[src/pdr_pkg.sv]
// Shared constants for the divider, readback and write-lock register slice.
// Assumes one core clock at 100 MHz on both ends of the serial link.
`default_nettype none
package pdr_pkg;
	// Core clock rate
	localparam int PDR_CLK_MHZ = 100;
	// Frame layout: 32 bits, MSB first, address in the low five bits
	localparam int PDR_FRAME_W = 32;
	localparam int PDR_ADDR_W = 5;
	localparam int PDR_DATA_LSB = 5;
	// Register addresses
	localparam logic [4:0] PDR_REG_RB_ECHO = 5'h0C;
	localparam logic [4:0] PDR_REG_R26 = 5'h1A;
	localparam logic [4:0] PDR_REG_PLL1 = 5'h1B;
	localparam logic [4:0] PDR_REG_DIV = 5'h1C;
	localparam logic [4:0] PDR_REG_OSC = 5'h1D;
	localparam logic [4:0] PDR_REG_FB = 5'h1E;
	localparam logic [4:0] PDR_REG_LOCK = 5'h1F;
	localparam logic [4:0] PDR_REG_RSV9 = 5'h09;
	localparam logic [4:0] PDR_REG_RSV_LO = 5'h10;
	localparam logic [4:0] PDR_REG_RSV_HI = 5'h17;
	// Field positions
	localparam int PDR_L1_REF_MSB = 19;
	localparam int PDR_L1_REF_LSB = 6;
	localparam int PDR_L1_HIZ_BIT = 5;
	localparam int PDR_L2_REF_MSB = 31;
	localparam int PDR_L2_REF_LSB = 20;
	localparam int PDR_L1_FB_MSB = 19;
	localparam int PDR_L1_FB_LSB = 6;
	localparam int PDR_OSC_MSB = 26;
	localparam int PDR_OSC_LSB = 24;
	localparam int PDR_FAST_BIT = 23;
	localparam int PDR_NCAL_MSB = 22;
	localparam int PDR_NCAL_LSB = 5;
	localparam int PDR_PRE_MSB = 26;
	localparam int PDR_PRE_LSB = 24;
	localparam int PDR_L2_FB_MSB = 22;
	localparam int PDR_L2_FB_LSB = 5;
	localparam int PDR_RB_LE_BIT = 21;
	localparam int PDR_RB_ADDR_MSB = 20;
	localparam int PDR_RB_ADDR_LSB = 16;
	localparam int PDR_LOCK_BIT = 5;
	localparam int PDR_DBL_BIT = 29;
	localparam int PDR_R31_VALID_MSB = 5;
	// Oscillator range codes
	localparam logic [2:0] PDR_OSC_RSV = 3'h3;
	localparam logic [2:0] PDR_OSC_MAX = 3'h4;
	// Prescaler: code zero divides by eight, codes one and two by two
	localparam logic [3:0] PDR_PRE_ZERO_DIV = 4'h8;
	localparam logic [3:0] PDR_PRE_LOW_DIV = 4'h2;
	// Reset value of every stored register
	localparam logic [31:0] PDR_REG_RST = 32'h0000_0000;
	// Calibration run time and serial half period
	localparam int PDR_CAL_NS = 10000;
	localparam int PDR_CAL_CYC = PDR_CAL_NS * PDR_CLK_MHZ / 1000;
	localparam int PDR_HALF_NS = 80;
	localparam int PDR_HALF_CYC = PDR_HALF_NS * PDR_CLK_MHZ / 1000;
endpackage : pdr_pkg
`default_nettype wire

[src/pdr_link_if.sv]
// Three-wire serial link plus readback data line between host and device.
// Assumes the host makes the serial clock; the device samples the three host-driven pins.
`default_nettype none
interface pdr_link_if;
	logic sclk; // Serial clock, made by the host
	logic sdata; // Write data, MSB first
	logic serial_latch_enable_pin; // Latch enable
	logic rb_data; // Readback data from the device
	modport dev (input sclk, input sdata, input serial_latch_enable_pin, output rb_data);
	modport host (output sclk, output sdata, output serial_latch_enable_pin, input rb_data);
endinterface : pdr_link_if
`default_nettype wire

[src/pdr_dev.sv]
// Device end: stores registers 27 to 31, decodes dividers, runs calibration.
// Assumes link pins are asynchronous and the host keeps each bit for many clocks.
//
// Behaviour
// - Loop1 reference divide by its field, zero reserved
// - Loop1 pump pin released when hiz bit set
// - Loop2 reference 12-bit divide, zero invalid
// - Host uses reference divide one only with doubler
// - Loop1 feedback 14-bit divide, zero invalid
// - Oscillator range codes, three and above four reserved
// - Host sets fast detector above 100 MHz
// - Calibration divider replaces loop2 feedback during calibration
// - Register 30 write starts calibration in oscillator mode
// - Each calibration raises a synchronisation event
// - Prescaler code zero eight, one two two
// - Loop2 feedback 18-bit divide, zero invalid
// - Readback latch level set by register 31
// - Readback address selects register, some reserved
// - Register 12 readback shows readback address
// - Host ignores register 31 bits above five
// - Lock bit blocks writes to registers 0-30
// - Readback works whether locked or not
`default_nettype none
module pdr_dev #(
	parameter int CAL_CYCLES = pdr_pkg::PDR_CAL_CYC
) (
	input wire logic core_clk,
	input wire logic srst,
	pdr_link_if.dev link,
	input wire logic internal_osc_mode,
	output logic [13:0] loop1_ref_divider,
	output logic loop1_ref_valid,
	output logic loop1_pump_out_pin_oe_n,
	output logic [11:0] loop2_ref_divider,
	output logic loop2_ref_valid,
	output logic [13:0] loop1_fb_divider,
	output logic loop1_fb_valid,
	output logic [2:0] osc_input_range,
	output logic osc_range_valid,
	output logic loop2_fast_detector,
	output logic [3:0] loop2_prescaler,
	output logic [17:0] loop2_fb_divider,
	output logic loop2_fb_valid,
	output logic cal_busy,
	output logic sync_event,
	output logic write_protect_bit
);
	import pdr_pkg::*;

	logic [2:0] sync1_r;
	logic [2:0] sync2_r;
	logic sclk_prev_r;
	logic le_prev_r;
	logic sclk_s;
	logic sdata_s;
	logic le_s;
	logic sclk_rise;
	logic le_rise;
	logic [31:0] shift_r;
	logic [31:0] shift_nxt;
	// Only registers 27 to 31 are kept; lower addresses are not stored
	logic [31:0] regs_r [0:4];
	logic [31:0] regs_nxt [0:4];
	logic [31:0] rb_r;
	logic [31:0] rb_nxt;
	logic [31:0] rb_word;
	logic [31:0] cal_cnt_r;
	logic [31:0] cal_cnt_nxt;
	logic sync_r;
	logic sync_nxt;
	logic [4:0] wr_addr;
	logic [4:0] rb_addr;
	logic rb_level;
	logic locked;
	logic [2:0] pre_code;

	// Pins pass two flops; only the second stage feeds any logic
	always_ff @(posedge core_clk) begin
		if (srst) begin
			// Latch enable idles high out of reset; matching it here keeps a false latch edge away
			sync1_r <= 3'h4;
			sync2_r <= 3'h4;
			sclk_prev_r <= 1'b0;
			le_prev_r <= 1'b1;
		end else begin
			sync1_r <= {link.serial_latch_enable_pin, link.sdata, link.sclk};
			sync2_r <= sync1_r;
			sclk_prev_r <= sync2_r[0];
			le_prev_r <= sync2_r[2];
		end
	end

	assign sclk_s = sync2_r[0];
	assign sdata_s = sync2_r[1];
	assign le_s = sync2_r[2];
	assign sclk_rise = sclk_s & ~sclk_prev_r;
	assign le_rise = le_s & ~le_prev_r;
	// Address is the last five bits shifted in before the latch edge
	assign wr_addr = shift_r[PDR_ADDR_W-1:0];

	// Control fields held in register 31
	// Lock and readback fields take effect only once their frame is latched
	assign locked = regs_r[4][PDR_LOCK_BIT];
	assign rb_level = regs_r[4][PDR_RB_LE_BIT];
	assign rb_addr = regs_r[4][PDR_RB_ADDR_MSB:PDR_RB_ADDR_LSB];

	// Readback source; lock state plays no part here
	always_comb begin
		rb_word = 32'h0000_0000;
		// Reserved and unstored addresses read back as zero
		if (rb_addr == PDR_REG_RB_ECHO) begin
			rb_word[PDR_RB_ADDR_MSB:PDR_RB_ADDR_LSB] = rb_addr;
		end else if (rb_addr >= PDR_REG_PLL1) begin
			rb_word = regs_r[3'(rb_addr - PDR_REG_PLL1)];
		end
	end

	// Serial capture, register writes, readback shifter and calibration
	always_comb begin
		shift_nxt = shift_r;
		regs_nxt = regs_r;
		rb_nxt = rb_r;
		cal_cnt_nxt = cal_cnt_r;
		sync_nxt = 1'b0;
		// Calibration timer counts down; a new trigger below reloads it
		if (cal_cnt_r != 32'h0000_0000) begin
			cal_cnt_nxt = cal_cnt_r - 32'h0000_0001;
		end
		// Bits shift in only while latch enable is low
		if (sclk_rise && !le_s) begin
			shift_nxt = {shift_r[30:0], sdata_s};
		end
		if (le_rise) begin
			// Cleared so a later edge cannot replay the last frame
			shift_nxt = 32'h0000_0000;
			if (wr_addr >= PDR_REG_PLL1 && (!locked || wr_addr == PDR_REG_LOCK)) begin
				regs_nxt[3'(wr_addr - PDR_REG_PLL1)] = shift_r;
			end
			// A write dropped under lock starts no calibration and no sync
			if (wr_addr == PDR_REG_FB && !locked && internal_osc_mode) begin
				cal_cnt_nxt = 32'(CAL_CYCLES);
				sync_nxt = 1'b1;
			end
		end
		// Latch level picks when readback shifts; otherwise keep reloading
		if (le_s != rb_level) begin
			rb_nxt = rb_word;
		end else if (sclk_rise) begin
			rb_nxt = {rb_r[30:0], 1'b0};
		end
	end

	// State registers; every stored register resets to zero
	always_ff @(posedge core_clk) begin
		if (srst) begin
			shift_r <= 32'h0000_0000;
			for (int i = 0; i < 5; i++) begin
				regs_r[i] <= PDR_REG_RST;
			end
			rb_r <= 32'h0000_0000;
			cal_cnt_r <= 32'h0000_0000;
			sync_r <= 1'b0;
		end else begin
			shift_r <= shift_nxt;
			regs_r <= regs_nxt;
			rb_r <= rb_nxt;
			cal_cnt_r <= cal_cnt_nxt;
			sync_r <= sync_nxt;
		end
	end

	// Readback bit comes straight from the shifter flop
	assign link.rb_data = rb_r[31];
	assign cal_busy = cal_cnt_r != 32'h0000_0000;
	assign sync_event = sync_r;
	assign write_protect_bit = locked;

	// Divider fields; code zero passed on as is, with its valid flag low
	// Users must ignore a divider while its valid flag is low
	assign loop1_ref_divider = regs_r[0][PDR_L1_REF_MSB:PDR_L1_REF_LSB];
	assign loop1_ref_valid = loop1_ref_divider != 14'h0000;
	assign loop1_pump_out_pin_oe_n = regs_r[0][PDR_L1_HIZ_BIT];
	assign loop2_ref_divider = regs_r[1][PDR_L2_REF_MSB:PDR_L2_REF_LSB];
	assign loop2_ref_valid = loop2_ref_divider != 12'h000;
	assign loop1_fb_divider = regs_r[1][PDR_L1_FB_MSB:PDR_L1_FB_LSB];
	assign loop1_fb_valid = loop1_fb_divider != 14'h0000;
	assign osc_input_range = regs_r[2][PDR_OSC_MSB:PDR_OSC_LSB];
	assign osc_range_valid = osc_input_range != PDR_OSC_RSV && osc_input_range <= PDR_OSC_MAX;
	assign loop2_fast_detector = regs_r[2][PDR_FAST_BIT];

	// Prescaler decode
	assign pre_code = regs_r[3][PDR_PRE_MSB:PDR_PRE_LSB];
	always_comb begin
		if (pre_code == 3'h0) begin
			loop2_prescaler = PDR_PRE_ZERO_DIV;
		end else if (pre_code <= 3'h2) begin
			loop2_prescaler = PDR_PRE_LOW_DIV;
		end else begin
			loop2_prescaler = {1'b0, pre_code};
		end
	end

	// Calibration divider stands in for the normal one while calibrating
	assign loop2_fb_divider = cal_busy ? regs_r[2][PDR_NCAL_MSB:PDR_NCAL_LSB]
		: regs_r[3][PDR_L2_FB_MSB:PDR_L2_FB_LSB];
	assign loop2_fb_valid = loop2_fb_divider != 18'h0_0000;
endmodule : pdr_dev
`default_nettype wire

[src/flat_wrapper.sv]
// flat-port wrapper written by rule: the top's interface ports become plain ports
module pdr_dev_flat import pdr_pkg::*;
#(
	parameter int CAL_CYCLES = pdr_pkg::PDR_CAL_CYC
)
  (core_clk, srst, internal_osc_mode, loop1_ref_divider, loop1_ref_valid, loop1_pump_out_pin_oe_n, loop2_ref_divider, loop2_ref_valid, loop1_fb_divider, loop1_fb_valid, osc_input_range, osc_range_valid, loop2_fast_detector, loop2_prescaler, loop2_fb_divider, loop2_fb_valid, cal_busy, sync_event, write_protect_bit, link_sclk, link_sdata, link_serial_latch_enable_pin, link_rb_data);
  pdr_link_if link_i ();
  input wire logic core_clk;
  input wire logic srst;
  input wire logic internal_osc_mode;
  output logic [13:0] loop1_ref_divider;
  output logic loop1_ref_valid;
  output logic loop1_pump_out_pin_oe_n;
  output logic [11:0] loop2_ref_divider;
  output logic loop2_ref_valid;
  output logic [13:0] loop1_fb_divider;
  output logic loop1_fb_valid;
  output logic [2:0] osc_input_range;
  output logic osc_range_valid;
  output logic loop2_fast_detector;
  output logic [3:0] loop2_prescaler;
  output logic [17:0] loop2_fb_divider;
  output logic loop2_fb_valid;
  output logic cal_busy;
  output logic sync_event;
  output logic write_protect_bit;
  input wire logic [$bits(link_i.sclk)-1:0] link_sclk;
  input wire logic [$bits(link_i.sdata)-1:0] link_sdata;
  input wire logic [$bits(link_i.serial_latch_enable_pin)-1:0] link_serial_latch_enable_pin;
  output wire logic [$bits(link_i.rb_data)-1:0] link_rb_data;
  assign link_i.sclk = link_sclk;
  assign link_i.sdata = link_sdata;
  assign link_i.serial_latch_enable_pin = link_serial_latch_enable_pin;
  assign link_rb_data = link_i.rb_data;
  pdr_dev #(.CAL_CYCLES(CAL_CYCLES)) u_core (.core_clk(core_clk), .srst(srst), .link(link_i), .internal_osc_mode(internal_osc_mode), .loop1_ref_divider(loop1_ref_divider), .loop1_ref_valid(loop1_ref_valid), .loop1_pump_out_pin_oe_n(loop1_pump_out_pin_oe_n), .loop2_ref_divider(loop2_ref_divider), .loop2_ref_valid(loop2_ref_valid), .loop1_fb_divider(loop1_fb_divider), .loop1_fb_valid(loop1_fb_valid), .osc_input_range(osc_input_range), .osc_range_valid(osc_range_valid), .loop2_fast_detector(loop2_fast_detector), .loop2_prescaler(loop2_prescaler), .loop2_fb_divider(loop2_fb_divider), .loop2_fb_valid(loop2_fb_valid), .cal_busy(cal_busy), .sync_event(sync_event), .write_protect_bit(write_protect_bit));
endmodule
[config.mk]
export PLATFORM = sky130hd
export DESIGN_NAME = pdr_dev_flat
export DESIGN_NICKNAME = d
export VERILOG_FILES = /design/src/pdr_pkg.sv /design/src/pdr_link_if.sv /design/src/pdr_dev.sv /design/src/flat_wrapper.sv
export SDC_FILE = /design/constraint.sdc
export NUM_CORES = 1
export LEC_CHECK = 0
export ABC_AREA = 1
export ABC_CLOCK_PERIOD_IN_PS = 2550
export BUFFER_PORTS_ARGS = -buffer_cell sky130_fd_sc_hd__clkbuf_2
export CAP_MARGIN = 10
export CORE_MARGIN = 3
export CORE_UTILIZATION = 40
export DETAILED_ROUTE_END_ITERATION = 10
export PLACE_DENSITY = 0.53
export SYNTH_ARGS = -nofsm -noshare
export SYNTH_HDL_FRONTEND = slang
export SYNTH_SLANG_ARGS = --single-unit
[constraint.sdc]
create_clock -name core_clk -period 2.55 [get_ports core_clk]
set_input_delay 0.51 -clock core_clk [delete_from_list [all_inputs] [get_ports core_clk]]
set_output_delay 0.51 -clock core_clk [all_outputs]
set_load 0.02 [all_outputs]
# Word-level counts from Yosys, hierarchy flattened
# Index checks and enable logic that the tools add are counted.
[totals] latch_bits=0 inputBits=6 mem_count=0 regBits=265 ram_bits=0 rom_bits=0
[op_classes] n_bitwise=7 order_cmp=7 n_mux=19 mul=0 n_shift=0 n_div=0 reduce_logical=19 add_sub_neg=3 eq_ne=5
[op_table] op="$mux 32" n=9
[op_table] op="$bwmux 160" n=1
[op_table] op="$bmux 32 s3" n=1
[op_table] op="$demux 32 s3" n=1
[op_table] op="$reduce_bool 32->1" n=1
[op_table] op="$sub 32x1->32 const B" n=1
[op_table] op="$reduce_bool 14->1" n=2
[op_table] op="$mux 18" n=1
[op_table] op="$reduce_bool 18->1" n=1
[op_table] op="$mux 16" n=1
[op_table] op="$reduce_bool 12->1" n=1
[op_table] op="$mux 11" n=1
[op_table] op="$eq 5x5->1 const B" n=2
[op_table] op="$ge 5x5->1 const B" n=2
[op_table] op="$ge 4x4->1 const B" n=2
[op_table] op="$not 3->4" n=2
[op_table] op="$logic_and 1x1->1" n=6
[op_table] op="$sub 3x2->3 const B" n=2
[op_table] op="$eq 5x4->1 const B" n=1
[op_table] op="$mux 5" n=1
[op_table] op="$lt 4x1->1 const B" n=1
[op_table] op="$mux 4" n=1
[op_table] op="$reduce_or 2->1" n=2
[op_table] op="$le 3x2->1 const B" n=1
[op_table] op="other kinds (12)" n=16

# Depth between registers and ports, before layout
# Gate-level depths: netlist of the first run.
[logic_depth] ltp_word=8 mapped_depth=14 mapped_depth_nobuf=13

# Worst setup path before layout of the first run
# No wires, ideal clock.
[synth_timing] path_type="reg2out" startpoint="reg u_core.cal_cnt_r[0]" endpoint="out loop2_fb_valid" n_path_buf=1 path_slack_ps=130 path_stages_with_launch=14 arrival_time_ps=1910 path_cell_list="dfxtp_1 -> inv_1 -> ha_1 -> nand2_1 -> nor2_2 -> nand2_1 -> nor2_4 -> buf_4 -> nand2_1 -> nand2_1 -> nor2_1 -> nand3_1 -> nor2_1 -> nand2_1"
[synth_between] elab_chain_cells=3
[synth_lines] item="from (decl)" line="pdr_dev.sv:67" source="logic [31:0] cal_cnt_r;"
[synth_lines] item="from (signal assigned)" line="pdr_dev.sv:167" source="cal_cnt_r <= cal_cnt_nxt;"
[synth_lines] item="$reduce_bool 32->1" line="pdr_dev.sv:174" source="assign cal_busy = cal_cnt_r != 32'h0000_0000;"
[synth_lines] item="$mux 18" line="pdr_dev.sv:204" source="assign loop2_fb_divider = cal_busy ? regs_r[2][PDR_NCAL_MSB:PDR_NCAL_LSB]"
[synth_lines] item="via loop2_fb_divider[16]" line="flat_wrapper.sv:22" source="output logic [17:0] loop2_fb_divider;"
[synth_lines] item="$reduce_bool 18->1" line="pdr_dev.sv:206" source="assign loop2_fb_valid = loop2_fb_divider != 18'h0_0000;"
[synth_lines] item="to (decl)" line="flat_wrapper.sv:23" source="output logic loop2_fb_valid;"
# The timed path passes the listed nets, and every way through them passes these cells.

# Worst setup path after layout of the first run
[layout_timing] startpoint="reg u_core.cal_cnt_r[0]" endpoint="out loop2_fb_valid"
[layout_between] elab_chain_cells=3
[layout_lines] item="$reduce_bool 32->1" line="pdr_dev.sv:174"
[layout_lines] item="$mux 18" line="pdr_dev.sv:204"
[layout_lines] item="$reduce_bool 18->1" line="pdr_dev.sv:206"
# Every way passes these cells.

==> tab_implementation.tex, run 1 <==
\begin{tabular}{lr}
\hline
Metric & Value \\
\hline
\multicolumn{2}{l}{\textbf{Outcome}} \\
Status & finished with violations \\
Failing checks & setup timing \\
\multicolumn{2}{l}{\textbf{Place}} \\
Placed Cells & 2,120 \\
Half-perimeter wire length after detailed placement & 25.8 mm \\
Cell Area, Placed & 12,800 um\^{}2 \\
Number of buffer cells added on primary ports & 81 \\
Routability-driven placement congestion ratio & 0.908 \\
Placement Setup Slack & 40.0 ps \\
\multicolumn{2}{l}{\textbf{Power and ir drop}} \\
Logic gate share of total power & roughly 29\% \\
Switching power total & 4.18 mW \\
Clock Power Share & 36.3\% \\
Proportion of total power due to net switching & 31.5\% \\
Cell area power density & around 900 nW/um\^{}2 \\
Worst VDD drop & 0.516 mV \\
Reported leakage power & 5.94 nW \\
Power after layout & roughly 13 mW \\
Power share of the sequential group & 34.5\% \\
Internal cell power & around 9.1 mW \\
\multicolumn{2}{l}{\textbf{Timing}} \\
RSZ-0062 raised after global routing & yes \\
Period utilization & 110\% \\
Final setup fails & 17 \\
PnR worst setup slack & -258 ps \\
Final-report max-slew violation count & 0 \\
Setup Skew & 20.9 ps \\
Transition time at the pin with the least slew margin & 1020 ps \\
Fmax achieved & 356 MHz \\
Crit path time final & 2810 ps \\
Hold violation count in the final report & 0 \\
Remaining max-slew budget at the tightest pin & between 30\% and 40\% \\
\multicolumn{2}{l}{\textbf{Logic synthesis}} \\
Synth top cells by count & 472 x sky130\_fd\_sc\_hd\_\_nor2\_1, 269 x sky130\_fd\_sc\_hd\_\_o21ai\_0, 265 x sky130\_fd\_sc\_hd\_\_dfxtp\_1 \\
Compound-cell area share of the yosys netlist & 19.2\% \\
Most used standard cell by instance count after synthesis & sky130\_fd\_sc\_hd\_\_nor2\_1 \\
Post-synthesis average cell area & 6.90 um\^{}2 \\
Proportion of netlist area held by the largest area contributor & 44.1\% \\
Most used flip-flop cell after synthesis & sky130\_fd\_sc\_hd\_\_dfxtp\_1 \\
Total nets after synthesis & 1,755 \\
Adder and majority gate portion of the synthesized area & less than 1\% \\
Synth unique cells & 36 \\
Xor and xnor fraction of the mapped netlist area & 1.46\% \\
Number of warning messages in the yosys log & 0 \\
Sequential fraction of the synthesis area & 44.1\% \\
Dominant combinational cell family by area after synthesis & simple AND/OR/NAND/NOR gates \\
Main area contributors after synthesis & sky130\_fd\_sc\_hd\_\_dfxtp\_1 44\%, sky130\_fd\_sc\_hd\_\_nor2\_1 15\%, sky130\_fd\_sc\_hd\_\_o21ai\_0 11\% \\
Area share of and/or/nand/nor cells after synthesis & between 20\% and 30\% \\
Syn Std Cell Area & 12,000 um\^{}2 \\
Asr flop ratio synth & 0\% \\
Post-synth EDFFs & 0 \\
Number of synthesized register bits & 265 \\
Largest area contributor in the synthesized netlist & sky130\_fd\_sc\_hd\_\_dfxtp\_1 \\
Cells after Synth & between 1,500 and 2,000 \\
Post-synthesis mux area share & 0\% \\
\multicolumn{2}{l}{\textbf{Routing}} \\
Via-per-instance ratio & 5.27 \\
Uppermost signal routing layer after detailed routing & met4 \\
Wl on met1 & 19.3 mm \\
Total via count after detailed routing & about 12,000 \\
Sum of met3 wire segment lengths after detailed routing & 1.99 mm \\
Number of violations reported at the end of detailed-routing iteration 0 & 950 \\
Met2 WL & 17.5 mm \\
Antenna Violating Nets Remaining & 0 \\
WL per Instance & 17.9 um \\
Number of iterations in the first detailed-routing pass & 5 \\
DRT Wirelength & approximately 40 mm \\
DRC violations left & 0 \\
\multicolumn{2}{l}{\textbf{Cells and area}} \\
Number of nets in the layout & 1,824 \\
Fraction of final layout cells sized beyond drive strength 1 & 19.1\% \\
Area overhead of the layout relative to synthesis & 22.4\% \\
\# fillers & roughly 3,000 \\
N\_diodes & 0 \\
Final standard cell area without fillers & 14,700 um\^{}2 \\
Final std cells w/o fill & 2,219 \\
\multicolumn{2}{l}{\textbf{Worst hold path}} \\
Hold path start & link\_serial\_latch\_enable\_pin \\
Worst hold path depth & 2 \\
Path category of the worst min-delay check & primary input to flop \\
Worst Hold Path EP & u\_core.sync1\_r[2]\$\_SDFF\_PP1\_ \\
\multicolumn{2}{l}{\textbf{Floorplanning}} \\
Die Footprint & 32,200 um\^{}2 \\
Number of primary I/O pins & 82 \\
Area of the placeable core & between 20,000 and 30,000 um\^{}2 \\
Starting utilization of the core area & 41.2\% \\
Die height & 179 um \\
Total number of placement rows & 62 \\
Overall die width & 179 um \\
\multicolumn{2}{l}{\textbf{Clock tree}} \\
Cell at the root of the clock tree & sky130\_fd\_sc\_hd\_\_clkbuf\_16 \\
Number of sinks on the clock net & 265 \\
Clk\_lat worst skew & 570 ps \\
Number of buffers created by CTS & 30 \\
Level count of the clock H-tree & 1 \\
Max Root-Sink Buffers & 3 \\
Clock transition at path regs & roughly 60 ps \\
CTS tree & yes \\
\multicolumn{2}{l}{\textbf{Critical path}} \\
Worst endpoint required time & roughly 2000 ps \\
FF-to-FF setup slack & around 90 ps \\
Largest fanout on the critical path & 7 \\
Depth of the worst register-to-register path & 18 \\
Reg-to-reg critical path startpoint & u\_core.cal\_cnt\_r[29]\$\_SDFF\_PP0\_ \\
Crit path capture type & output port \\
Data arrival, critical path & between 2000 and 2500 ps \\
Crit Reg-Reg Endpoint & u\_core.cal\_cnt\_r[31]\$\_SDFF\_PP0\_ \\
Category of the most critical setup path & flop to output port \\
Startpoint Class & flop \\
\multicolumn{2}{l}{\textbf{GRT}} \\
Via count of the first global-routing pass & between 10,000 and 15,000 \\
Pin count of the biggest net entering global routing & 94 \\
First-pass GRT wire length & 61.7 mm \\
Antenna violations before repair & 0 \\
Global Route Usage Sum & 24.2\% \\
Total global routing overflow & 0 \\
\multicolumn{2}{l}{\textbf{Flow run}} \\
Max cap viols & 0 \\
\hline
\end{tabular}
-- placed cells by master, fill, tap and decap left out, drive strengths merged, types with 6 or more instances in the layout --
| cell type | instances |
|---|---|
| nor2 | 476 |
| o21ai | 269 |
| dfxtp | 265 |
| nand2 | 231 |
| a21oi | 129 |
| buf | 122 |
| clkbuf | 107 |
| inv | 71 |
| a31oi | 28 |
| nand3 | 27 |
| nor3 | 20 |
| xnor2 | 14 |
| nand4 | 13 |
| nor4 | 10 |
| clkinv | 10 |
| o211ai | 8 |
| xor2 | 6 |
| bufinv | 6 |
| ha | 6 |
-- per-stage QoR --
stage	hold slack, ps	utilization (%)	setup TNS (ps)
global placement	403	43.7	0
finish	139	50.5	-967
floorplan	388	-	0
global route	125	50.5	-2780
detailed placement	392	43.7	0
CTS	123	49.5	-644
-- what timing repair did --
item	4_1_cts	5_1_grt
setup buffers	39	11
hold buffers	0	0
pin swaps	26	44
gates cloned	1	1
resized for setup	82	92
endpoints found under the setup margin	19	24
-- worst max path at each step --
stage                                                from             end  slack (ps)
after global routing      u_core.cal_cnt_r[29]$_SDFF_PP0_  loop2_fb_valid        -400
after CTS                 u_core.cal_cnt_r[23]$_SDFF_PP0_  loop2_fb_valid        -220
after floorplan            u_core.cal_cnt_r[0]$_SDFF_PP0_  loop2_fb_valid         130
final                      u_core.cal_cnt_r[0]$_SDFF_PP0_  loop2_fb_valid        -260
after detailed placement   u_core.cal_cnt_r[0]$_SDFF_PP0_  loop2_fb_valid          40
after global placement    u_core.cal_cnt_r[13]$_SDFF_PP0_  loop2_fb_valid          90
-- sequential cells by signal (all words and copies together) (netlist names) --
register                        flops
u_core.cal_cnt_r                   32
u_core.le_prev_r                    1
u_core.loop1_fb_divider            14
u_core.loop1_pump_out_pin_oe_n      1
u_core.loop1_ref_divider           14
u_core.loop2_fast_detector          1
u_core.loop2_ref_divider           12
u_core.osc_input_range              3
u_core.pre_code                     3
u_core.rb_addr                      5
u_core.rb_level                     1
u_core.rb_r                        32
u_core.regs_r                     105
u_core.sclk_prev_r                  1
u_core.shift_r                     32
u_core.sync1_r                      3
u_core.sync2_r                      3
u_core.sync_event                   1
u_core.write_protect_bit            1
-- area by class of cell --
| class | count | area, um^2 | share of cell area (%) |
|---|---|---|---|
| Clock buffer | 40 | 868 | 5.90 |
| Clock inverter | 15 | 255 | 1.73 |
| Inverter | 74 | 279 | 1.90 |
| Multi-Input combinational cell | 1252 | 5950 | 40.4 |
| Sequential cell | 265 | 5330 | 36.2 |
| Tap cell | 384 | 480 | 3.26 |
| Timing Repair Buffer | 189 | 1560 | 10.6 |
-- metal layers --
metal / up-vias / track usage [%]
met4: 0 / 6.31
met2: 300 / 36.8
met3: 69 / 3.52
li1: 5799 / -
met1: 5533 / 36.0
met5: - / 0
-- critical path, stage by stage (launching register included) --
cell,delay (ps)
sky130_fd_sc_hd__dfxtp_2,330
sky130_fd_sc_hd__inv_2,50
sky130_fd_sc_hd__ha_4,160
sky130_fd_sc_hd__nand2_4,80
sky130_fd_sc_hd__nor2_4,50
sky130_fd_sc_hd__nand2_4,80
sky130_fd_sc_hd__nor2_4,50
sky130_fd_sc_hd__buf_12,140
sky130_fd_sc_hd__buf_6,120
sky130_fd_sc_hd__nand2_2,50
sky130_fd_sc_hd__nand2_2,60
sky130_fd_sc_hd__nor2_2,120
sky130_fd_sc_hd__nand3_2,100
sky130_fd_sc_hd__nor2_1,120
sky130_fd_sc_hd__nand2_1,70
sky130_fd_sc_hd__clkbuf_8,150
-- logic make-up after synthesis --
logic type,count (synthesis)
AND/OR/NAND/NOR,782
AO/OA/AOI/OAI,444
flip-flops,265
buffers and inverters,226
XOR/XNOR,20
adder cells (fa/ha/maj),6
-- power by group through the flow --
stage | logic, mW | registers (mW) | clock network [mW]
finish | 3.86 | 4.57 | 4.81
CTS | 3.45 | 4.55 | 4.88
detailed placement | 2.55 | 4.60 | 0
floorplan | 1.79 | 4.57 | 0
global placement | 2.59 | 4.59 | 0
global route | 4.25 | 4.59 | 5.06
No activity file was read; power rests on OpenSTA's default activity.
==> run 2: changes to the inputs <==
--- a/config.mk
+++ b/config.mk
@@ -5,13 +5,13 @@
 export SDC_FILE = /design/constraint.sdc
 export NUM_CORES = 1
 export LEC_CHECK = 0
-export ABC_AREA = 1
 export ABC_CLOCK_PERIOD_IN_PS = 2550
 export BUFFER_PORTS_ARGS = -buffer_cell sky130_fd_sc_hd__clkbuf_2
 export CAP_MARGIN = 10
 export CORE_MARGIN = 3
 export CORE_UTILIZATION = 40
 export DETAILED_ROUTE_END_ITERATION = 10
+export GPL_TIMING_DRIVEN = 0
 export PLACE_DENSITY = 0.53
 export SYNTH_ARGS = -nofsm -noshare
 export SYNTH_HDL_FRONTEND = slang
==> run 2 against run 1 <==
Effect of this change: the flow still finishes with violations (setup timing); design area is 1.5% higher; clock power is 9.4% lower; synthesized cell count is 20% lower; final cell count is 12% lower; die area hardly changed; setup slack worse by 390 ps; area after synthesis hardly changed; global-route usage is 0.075 points lower; critical endpoint is now loop2_fb_divider[16].
==> tab_implementation.tex, run 2 <==
\begin{tabular}{lr}
\hline
Metric & Value \\
\hline
\multicolumn{2}{l}{\textbf{Floorplanning}} \\
Overall die width & 179 um (about the same) \\
Area of the placeable core & 29,200 um\^{}2 (unchanged) \\
Die height & 179 um (about the same) \\
Die Footprint & 32,100 um\^{}2 (about the same) \\
Starting utilization of the core area & 41.2\% (about the same) \\
Total number of placement rows & 62 (unchanged) \\
Number of primary I/O pins & 82 (unchanged) \\
\multicolumn{2}{l}{\textbf{Routing}} \\
Sum of met3 wire segment lengths after detailed routing & 2.17 mm (+9.1\%) \\
Number of iterations in the first detailed-routing pass & 5 (unchanged) \\
Via-per-instance ratio & 5.55 (+5.2\%) \\
Number of violations reported at the end of detailed-routing iteration 0 & 792 (-17\%) \\
Wl on met1 & 18.4 mm (-4.7\%) \\
DRC violations left & 0 (unchanged) \\
Total via count after detailed routing & 10,769 (-8.0\%) \\
Antenna Violating Nets Remaining & 0 (unchanged) \\
Uppermost signal routing layer after detailed routing & met4 \\
WL per Instance & 20.3 um (+13\%) \\
DRT Wirelength & 39.5 mm (-0.78\%) \\
Met2 WL & 18.1 mm (+3.2\%) \\
\multicolumn{2}{l}{\textbf{Worst hold path}} \\
Worst Hold Path EP & u\_core.sync1\_r[2]\$\_SDFF\_PP1\_ \\
Path category of the worst min-delay check & primary input to flop \\
Hold path start & link\_serial\_latch\_enable\_pin \\
Worst hold path depth & 2 (unchanged) \\
\multicolumn{2}{l}{\textbf{GRT}} \\
Global Route Usage Sum & 24.1\% (-0.075 points) \\
Antenna violations before repair & 0 (unchanged) \\
First-pass GRT wire length & 60.0 mm (-2.6\%) \\
Via count of the first global-routing pass & 10,108 (-6.2\%) \\
Total global routing overflow & 0 (unchanged) \\
Pin count of the biggest net entering global routing & 20 (-79\%) \\
\multicolumn{2}{l}{\textbf{Cells and area}} \\
Leading cell types in the layout, fill and taps excluded & 256 x sky130\_fd\_sc\_hd\_\_dfxtp\_1, 226 x sky130\_fd\_sc\_hd\_\_nand2\_1, 131 x sky130\_fd\_sc\_hd\_\_a21oi\_1, 119 x sky130\_fd\_sc\_hd\_\_nor2\_1, 92 x sky130\_fd\_sc\_hd\_\_mux2i\_1 \\
N\_diodes & 0 (unchanged) \\
Most flops, register & u\_core.regs\_r \\
Final standard cell area without fillers & 14,900 um\^{}2 (+1.5\%) \\
Max FFs per register & 105 (unchanged) \\
Number of nets in the layout & 1,551 (-15\%) \\
Area overhead of the layout relative to synthesis & 24.4\% \\
Fraction of final layout cells sized beyond drive strength 1 & 22.9\% (+3.8 points) \\
\# fillers & 2,825 (-5.8\%) \\
Commonest non-fill, non-tap cell in the layout & sky130\_fd\_sc\_hd\_\_dfxtp\_1 \\
\multicolumn{2}{l}{\textbf{Timing}} \\
Crit path time final & 3200 ps (+392 ps) \\
Final setup fails & 20 (+3) \\
Remaining max-slew budget at the tightest pin & 38.2\% (+6.5 points) \\
Period utilization & 125\% (+15 points) \\
Hold violation count in the final report & 0 (unchanged) \\
Fmax achieved & 313 MHz (-12\%) \\
Transition time at the pin with the least slew margin & 926 ps (-96.7 ps) \\
Setup Skew & 32.9 ps (+12.0 ps) \\
Final-report max-slew violation count & 0 (unchanged) \\
PnR worst setup slack & -649 ps (-392 ps) \\
RSZ-0062 raised after global routing & yes \\
\multicolumn{2}{l}{\textbf{Clock tree}} \\
Level count of the clock H-tree & 1 (unchanged) \\
CTS tree & yes \\
Cell at the root of the clock tree & sky130\_fd\_sc\_hd\_\_clkbuf\_16 \\
CTS hold repair buffers & 0 (unchanged) \\
Number of sinks on the clock net & 265 (unchanged) \\
Clk\_lat worst skew & 570 ps (about the same) \\
Max Root-Sink Buffers & 3 (unchanged) \\
Number of buffers created by CTS & 30 (unchanged) \\
Clock transition at path regs & 60 ps (about the same) \\
\multicolumn{2}{l}{\textbf{Logic synthesis}} \\
Asr flop ratio synth & 0\% (unchanged) \\
Sequential fraction of the synthesis area & 44.2\% (about the same) \\
Most used flip-flop cell after synthesis & sky130\_fd\_sc\_hd\_\_dfxtp\_1 \\
Total nets after synthesis & 1,409 (-20\%) \\
Syn Std Cell Area & 12,000 um\^{}2 (about the same) \\
Synth unique cells & 54 (+50\%) \\
Largest area contributor in the synthesized netlist & sky130\_fd\_sc\_hd\_\_dfxtp\_1 \\
Synth top cells by count & 265 x sky130\_fd\_sc\_hd\_\_dfxtp\_1, 256 x sky130\_fd\_sc\_hd\_\_nand2\_1, 148 x sky130\_fd\_sc\_hd\_\_a21oi\_1 \\
Number of synthesized register bits & 265 (unchanged) \\
Most used standard cell by instance count after synthesis & sky130\_fd\_sc\_hd\_\_dfxtp\_1 \\
Proportion of netlist area held by the largest area contributor & 44.2\% (about the same) \\
Main area contributors after synthesis & sky130\_fd\_sc\_hd\_\_dfxtp\_1 44\%, sky130\_fd\_sc\_hd\_\_nand2\_1 8.0\%, sky130\_fd\_sc\_hd\_\_mux2i\_1 7.7\% \\
Post-synth EDFFs & 0 (unchanged) \\
Number of warning messages in the yosys log & 0 (unchanged) \\
Cells after Synth & 1,397 (-20\%) \\
Post-synthesis average cell area & 8.60 um\^{}2 (+25\%) \\
\multicolumn{2}{l}{\textbf{Critical path}} \\
Largest fanout on the critical path & 5 (-2) \\
Startpoint Class & flop \\
FF-to-FF setup slack & 40 ps (-50 ps) \\
Crit Reg-Reg Endpoint & u\_core.rb\_r[18]\$\_SDFFE\_PP0P\_ \\
Data arrival, critical path & 2690 ps (+390 ps) \\
Reg-to-reg critical path startpoint & u\_core.rb\_addr[0]\$\_SDFFE\_PP0P\_ \\
Crit path capture type & output port \\
Worst endpoint required time & 2040 ps (about the same) \\
Depth of the worst register-to-register path & 11 (-7) \\
Category of the most critical setup path & flop to output port \\
\multicolumn{2}{l}{\textbf{Outcome}} \\
Failing checks & setup timing \\
Status & finished with violations \\
\multicolumn{2}{l}{\textbf{Place}} \\
Routability-driven placement congestion ratio & 0.830 (-8.6\%) \\
Half-perimeter wire length after detailed placement & 27.8 mm (+7.5\%) \\
Cell Area, Placed & 12,900 um\^{}2 (+1.4\%) \\
Number of buffer cells added on primary ports & 80 (-1.2\%) \\
Placement Setup Slack & -1070 ps (-1110 ps) \\
\multicolumn{2}{l}{\textbf{Power and ir drop}} \\
Cell area power density & 857 nW/um\^{}2 (-4.7\%) \\
Power after layout & 12.8 mW (-3.3\%) \\
Worst VDD drop & 0.500 mV (-3.2\%) \\
Reported leakage power & 6.28 nW (+5.9\%) \\
\multicolumn{2}{l}{\textbf{Flow run}} \\
Max cap viols & 0 (unchanged) \\
\hline
\end{tabular}
[run 2: changes by cell type after synthesis, sizes merged, moves of 15 or more]
cell,previous run,this run
nor2,476,120
o211a,0,27
or3,0,18
a21oi,129,148
or4,0,22
nand2,231,256
inv,71,16
o21ai,269,74
and3,0,31
mux4,0,30
a31oi,28,2
nor4,10,25
mux2i,0,92
[run 2: routing by layer]
metal	track usage, %	vias to the layer above
met5	0	-
met4	6.12	0
met3	3.54	51
met2	37.7	297
met1	35.0	5270
li1	-	5151
[run 2: per-stage QoR]
stage / hold WS (ps) / instances / util, % / TNS [ps]
6_report: 124 / 1942 / 51.2 / -11900
5_1_grt: 118 / 1942 / 51.2 / -13910
4_1_cts: 114 / 1923 / 49.8 / -12590
3_5_place_dp: 403 / 1861 / 44.3 / -71650
3_3_place_gp: 393 / 1861 / 44.3 / -74550
2_1_floorplan: 389 / 1397 / - / -0.256
[run 2: cell type report]
class                           instances  area (um^2)  area share (%)
Buffer                                144          955            6.39
Clock buffer                           41          852            5.70
Clock inverter                         10          136           0.913
Inverter                               16         60.1           0.402
Multi-Input combinational cell        971         6280            42.0
Sequential cell                       265         5320            35.6
Tap cell                              384          480            3.22
Timing Repair Buffer                  111          861            5.76
[run 2: power breakdown]
part           total, mW  switching [mW]  internal [mW]
Clock               4.36            1.74           2.62
Sequential          4.68           0.283           4.39
Combinational       3.77            2.01           1.76
Total               12.8            4.04           8.77
[run 2: worst max-delay path: stages (launching register included)]
cell and delay [ps]:
sky130_fd_sc_hd__dfxtp_2 320, sky130_fd_sc_hd__or4_4 550, sky130_fd_sc_hd__nor4_4 310, sky130_fd_sc_hd__and4_1 250, sky130_fd_sc_hd__buf_6 130, sky130_fd_sc_hd__buf_12 150
sky130_fd_sc_hd__clkbuf_16 160, sky130_fd_sc_hd__nand2_1 50, sky130_fd_sc_hd__nand2_1 70, sky130_fd_sc_hd__clkbuf_8 140
[run 2: what timing repair did]
item                                    in CTS  in global routing
setup buffers                               12                 17
endpoints found under the setup margin     190                173
resized for setup                          131                 90
gates cloned                                 0                  3
pin swaps                                    7                 29
[run 2: logic make-up (layout without fill, tap and decap cells)]
logic type | after synthesis | count (layout) | share of synthesized area [%]
simple gates | 551 | 552 | 21.0
compound gates | 286 | 286 | 13.9
flops | 265 | 265 | 44.2
buf+inv | 162 | 322 | 6.67
mux | 122 | 122 | 13.3
fa+ha+maj | 6 | 6 | 0.625
xor+xnor | 5 | 5 | 0.365
[run 2: worst max path at each step]
| stage | cells past startpoint | slack (ps) | end | from |
|---|---|---|---|---|
| 2_1_floorplan | 8 | -0.3 | loop2_fb_valid | u_core.cal_cnt_r[20]$_SDFF_PP0_ |
| 3_3_place_gp | 10 | -1080 | u_core.rb_r[8]$_SDFFE_PP0P_ | u_core.rb_addr[0]$_SDFFE_PP0P_ |
| 3_5_place_dp | 10 | -1070 | u_core.rb_r[6]$_SDFFE_PP0P_ | u_core.rb_addr[0]$_SDFFE_PP0P_ |
| 4_1_cts | 9 | -660 | loop2_fb_divider[14] | u_core.cal_cnt_r[31]$_SDFF_PP0_ |
| 5_1_grt | 9 | -750 | loop2_fb_divider[16] | u_core.cal_cnt_r[22]$_SDFF_PP0_ |
| 6_report | 9 | -650 | loop2_fb_divider[16] | u_core.cal_cnt_r[22]$_SDFF_PP0_ |
==> run 3: changes to the inputs <==
--- a/config.mk
+++ b/config.mk
@@ -5,14 +5,14 @@
 export SDC_FILE = /design/constraint.sdc
 export NUM_CORES = 1
 export LEC_CHECK = 0
-export ABC_CLOCK_PERIOD_IN_PS = 2550
+export ABC_CLOCK_PERIOD_IN_PS = 2670
 export BUFFER_PORTS_ARGS = -buffer_cell sky130_fd_sc_hd__clkbuf_2
 export CAP_MARGIN = 10
 export CORE_MARGIN = 3
 export CORE_UTILIZATION = 40
 export DETAILED_ROUTE_END_ITERATION = 10
 export GPL_TIMING_DRIVEN = 0
-export PLACE_DENSITY = 0.53
+export PLACE_DENSITY = 0.55
 export SYNTH_ARGS = -nofsm -noshare
 export SYNTH_HDL_FRONTEND = slang
 export SYNTH_SLANG_ARGS = --single-unit
==> constraint.sdc (replaced) <==
create_clock -name core_clk -period 2.67 [get_ports core_clk]
set_input_delay 0.534 -clock core_clk [delete_from_list [all_inputs] [get_ports core_clk]]
set_output_delay 0.534 -clock core_clk [all_outputs]
set_load 0.02 [all_outputs]
==> run 3 against run 2 <==
Effect of this change: the flow still finishes with violations (setup timing); critical path depth is the same; clock skew increased by 0.75 ps; routed wire length grew 0.23%; sequential cell count did not move; non-clock buffer count decreased by 4; final cell count down 0.10%; combinational power is 11% lower; sequential power down 4.7%; power down 1.4%; largest power group is now clock.
==> tab_implementation.tex, run 3 (same netlist as run 2, synthesis figures left out) <==
\begin{tabular}{lr}
\hline
Metric & Value \\
\hline
\multicolumn{2}{l}{\textbf{Outcome}} \\
Status & finished with violations \\
Failing checks & setup timing \\
\multicolumn{2}{l}{\textbf{Floorplanning}} \\
Die height & 179 um (unchanged) \\
Number of primary I/O pins & 82 (unchanged) \\
Area of the placeable core & 29,200 um\^{}2 (unchanged) \\
Starting utilization of the core area & 41.2\% (unchanged) \\
Die Footprint & 32,100 um\^{}2 (unchanged) \\
Overall die width & 179 um (unchanged) \\
Total number of placement rows & 62 (unchanged) \\
\multicolumn{2}{l}{\textbf{Critical path}} \\
Crit path capture type & output port \\
Worst endpoint required time & 2140 ps (+100 ps) \\
Largest fanout on the critical path & 5 (unchanged) \\
Category of the most critical setup path & flop to output port \\
Startpoint Class & flop \\
Data arrival, critical path & 2660 ps (-30 ps) \\
\multicolumn{2}{l}{\textbf{Place}} \\
Number of buffer cells added on primary ports & 80 (unchanged) \\
Placed Cells & 1,861 (unchanged) \\
Half-perimeter wire length after detailed placement & 27.4 mm (-1.4\%) \\
Routability-driven placement congestion ratio & 0.849 (+2.3\%) \\
\multicolumn{2}{l}{\textbf{Clock tree}} \\
Clock transition at path regs & 60 ps (about the same) \\
Max Root-Sink Buffers & 3 (unchanged) \\
Number of sinks on the clock net & 265 (unchanged) \\
CTS tree & yes \\
Number of buffers created by CTS & 29 (-3.3\%) \\
CTS hold repair buffers & 0 (unchanged) \\
Cell at the root of the clock tree & sky130\_fd\_sc\_hd\_\_clkbuf\_16 \\
Level count of the clock H-tree & 1 (unchanged) \\
Clk\_lat worst skew & 570 ps (about the same) \\
\multicolumn{2}{l}{\textbf{Timing}} \\
Transition time at the pin with the least slew margin & 984 ps (+57.7 ps) \\
Setup Skew & 33.6 ps (+0.747 ps) \\
Hold slack & 140 ps (+16.3 ps) \\
Hold violation count in the final report & 0 (unchanged) \\
Final setup fails & 20 (unchanged) \\
Period utilization & 120\% \\
Remaining max-slew budget at the tightest pin & 34.4\% (-3.8 points) \\
PnR worst setup slack & -521 ps (+128 ps) \\
RSZ-0062 raised after global routing & yes \\
Fmax achieved & between 300 and 400 MHz \\
Crit path time final & 3190 ps \\
Final-report max-slew violation count & 0 (unchanged) \\
\multicolumn{2}{l}{\textbf{Power and ir drop}} \\
Switching power total & 3.87 mW (-4.2\%) \\
Reported leakage power & 6.30 nW (+0.23\%) \\
Clock Power Share & 38.1\% (+4.1 points) \\
Cell area power density & 846 nW/um\^{}2 (-1.3\%) \\
Internal cell power & 8.75 mW (-0.19\%) \\
Logic gate share of total power & 26.6\% (-2.8 points) \\
Proportion of total power due to net switching & 30.7\% (-0.87 points) \\
Power share of the sequential group & 35.4\% (-1.1 points) \\
Worst VDD drop & 0.579 mV (+16\%) \\
Power after layout & 12.6 mW (-1.4\%) \\
\multicolumn{2}{l}{\textbf{GRT}} \\
Total global routing overflow & 0 (unchanged) \\
First-pass GRT wire length & 60.1 mm (+0.10\%) \\
Global Route Usage Sum & 24.3\% (+0.13 points) \\
Antenna violations before repair & 0 (unchanged) \\
Pin count of the biggest net entering global routing & 19 (-5.0\%) \\
Via count of the first global-routing pass & 10,112 (+0.040\%) \\
\multicolumn{2}{l}{\textbf{Routing}} \\
Number of violations reported at the end of detailed-routing iteration 0 & 912 (+15\%) \\
DRC violations left & 0 (unchanged) \\
Antenna Violating Nets Remaining & 0 (unchanged) \\
Number of iterations in the first detailed-routing pass & 5 (unchanged) \\
DRT Wirelength & 39.6 mm (+0.23\%) \\
Total via count after detailed routing & 10,800 (+0.29\%) \\
Via-per-instance ratio & 5.57 (+0.39\%) \\
WL per Instance & 20.4 um (+0.34\%) \\
\multicolumn{2}{l}{\textbf{Cells and area}} \\
Leading cell types in the layout, fill and taps excluded & 259 x sky130\_fd\_sc\_hd\_\_dfxtp\_1, 232 x sky130\_fd\_sc\_hd\_\_nand2\_1, 131 x sky130\_fd\_sc\_hd\_\_a21oi\_1, 120 x sky130\_fd\_sc\_hd\_\_nor2\_1, 92 x sky130\_fd\_sc\_hd\_\_mux2i\_1 \\
Final std cells w/o fill & 1,940 (-0.10\%) \\
N\_diodes & 0 (unchanged) \\
Fraction of final layout cells sized beyond drive strength 1 & 22.0\% (-0.87 points) \\
Number of nets in the layout & 1,545 (-0.39\%) \\
Commonest non-fill, non-tap cell in the layout & sky130\_fd\_sc\_hd\_\_dfxtp\_1 \\
Area overhead of the layout relative to synthesis & 24.2\% \\
Most flops, register & u\_core.regs\_r \\
Max FFs per register & 105 (unchanged) \\
\multicolumn{2}{l}{\textbf{Worst hold path}} \\
Path category of the worst min-delay check & primary input to flop \\
\multicolumn{2}{l}{\textbf{Flow run}} \\
Max cap viols & 0 (unchanged) \\
\hline
\end{tabular}
run 3: path summary, 6_finish.rpt:
check / startpoint / endpoint / slack, ps / cells after the start
setup reg to reg: u_core.rb_addr[0]$_SDFFE_PP0P_ / u_core.rb_r[17]$_SDFFE_PP0P_ / 110 / 10
hold / removal: link_serial_latch_enable_pin / u_core.sync1_r[2]$_SDFF_PP1_ / 140 / 2
setup / recovery: u_core.cal_cnt_r[21]$_SDFF_PP0_ / loop2_fb_divider[14] / -520 / 9
hold reg to reg: u_core.sync1_r[2]$_SDFF_PP1_ / u_core.sync2_r[2]$_SDFF_PP1_ / 410 / 1
run 3: stage by stage:
step	setup WS [ps]	util, %	area [um^2]	setup TNS (ps)
finish	-521	51.1	14900	-9380
global route	-612	51.1	14900	-11020
CTS	-503	50.3	14700	-9170
detailed placement	-939	44.3	12900	-50810
global placement	-925	44.3	12900	-52510
floorplan	3.79	-	12000	0
run 3: power by group through the flow:
stage	clock network [mW]	logic [mW]	registers [mW]
floorplan	0	1.86	4.44
global placement	0	2.48	4.50
detailed placement	0	2.51	4.50
CTS	4.85	3.25	4.44
global route	5.01	3.63	4.50
finish	4.81	3.35	4.46
run 3: what timing repair did:
| item | CTS | global route |
|---|---|---|
| setup buffers | 15 | 9 |
| endpoints found under the setup margin | 150 | 165 |
| resized for setup | 122 | 73 |
| pin swaps | 13 | 20 |
| gates cloned | 3 | 0 |
run 3: critical path, stage by stage, from the launching register on:
cell,delay [ps]
sky130_fd_sc_hd__dfxtp_2,340
sky130_fd_sc_hd__or4_4,530
sky130_fd_sc_hd__nor4_4,260
sky130_fd_sc_hd__and4_1,250
sky130_fd_sc_hd__buf_6,120
sky130_fd_sc_hd__buf_12,150
sky130_fd_sc_hd__buf_12,140
sky130_fd_sc_hd__nand2_4,50
sky130_fd_sc_hd__o21ai_2,80
sky130_fd_sc_hd__clkbuf_8,170
run 3: per-layer routing:
layer / vias to the layer above / routed length (um) / track usage, % / part of all wire, %
met5: - / 0 / 0 / 0
met4: 0 / 1220 / 6.77 / 3.1
met3: 71 / 2230 / 3.66 / 5.6
met2: 318 / 17700 / 38.0 / 45
met1: 5267 / 18400 / 34.8 / 47
li1: 5144 / - / - / -
run 3: layout make-up:
type,instances,area [um^2]
timing repair buffer,107,822
tap,384,480
sequential,265,5320
multi-input combinational,970,6180
clock buffer,38,840
inverter,16,60.1
clock inverter,16,312
buffer,144,911
fill,2786,14200
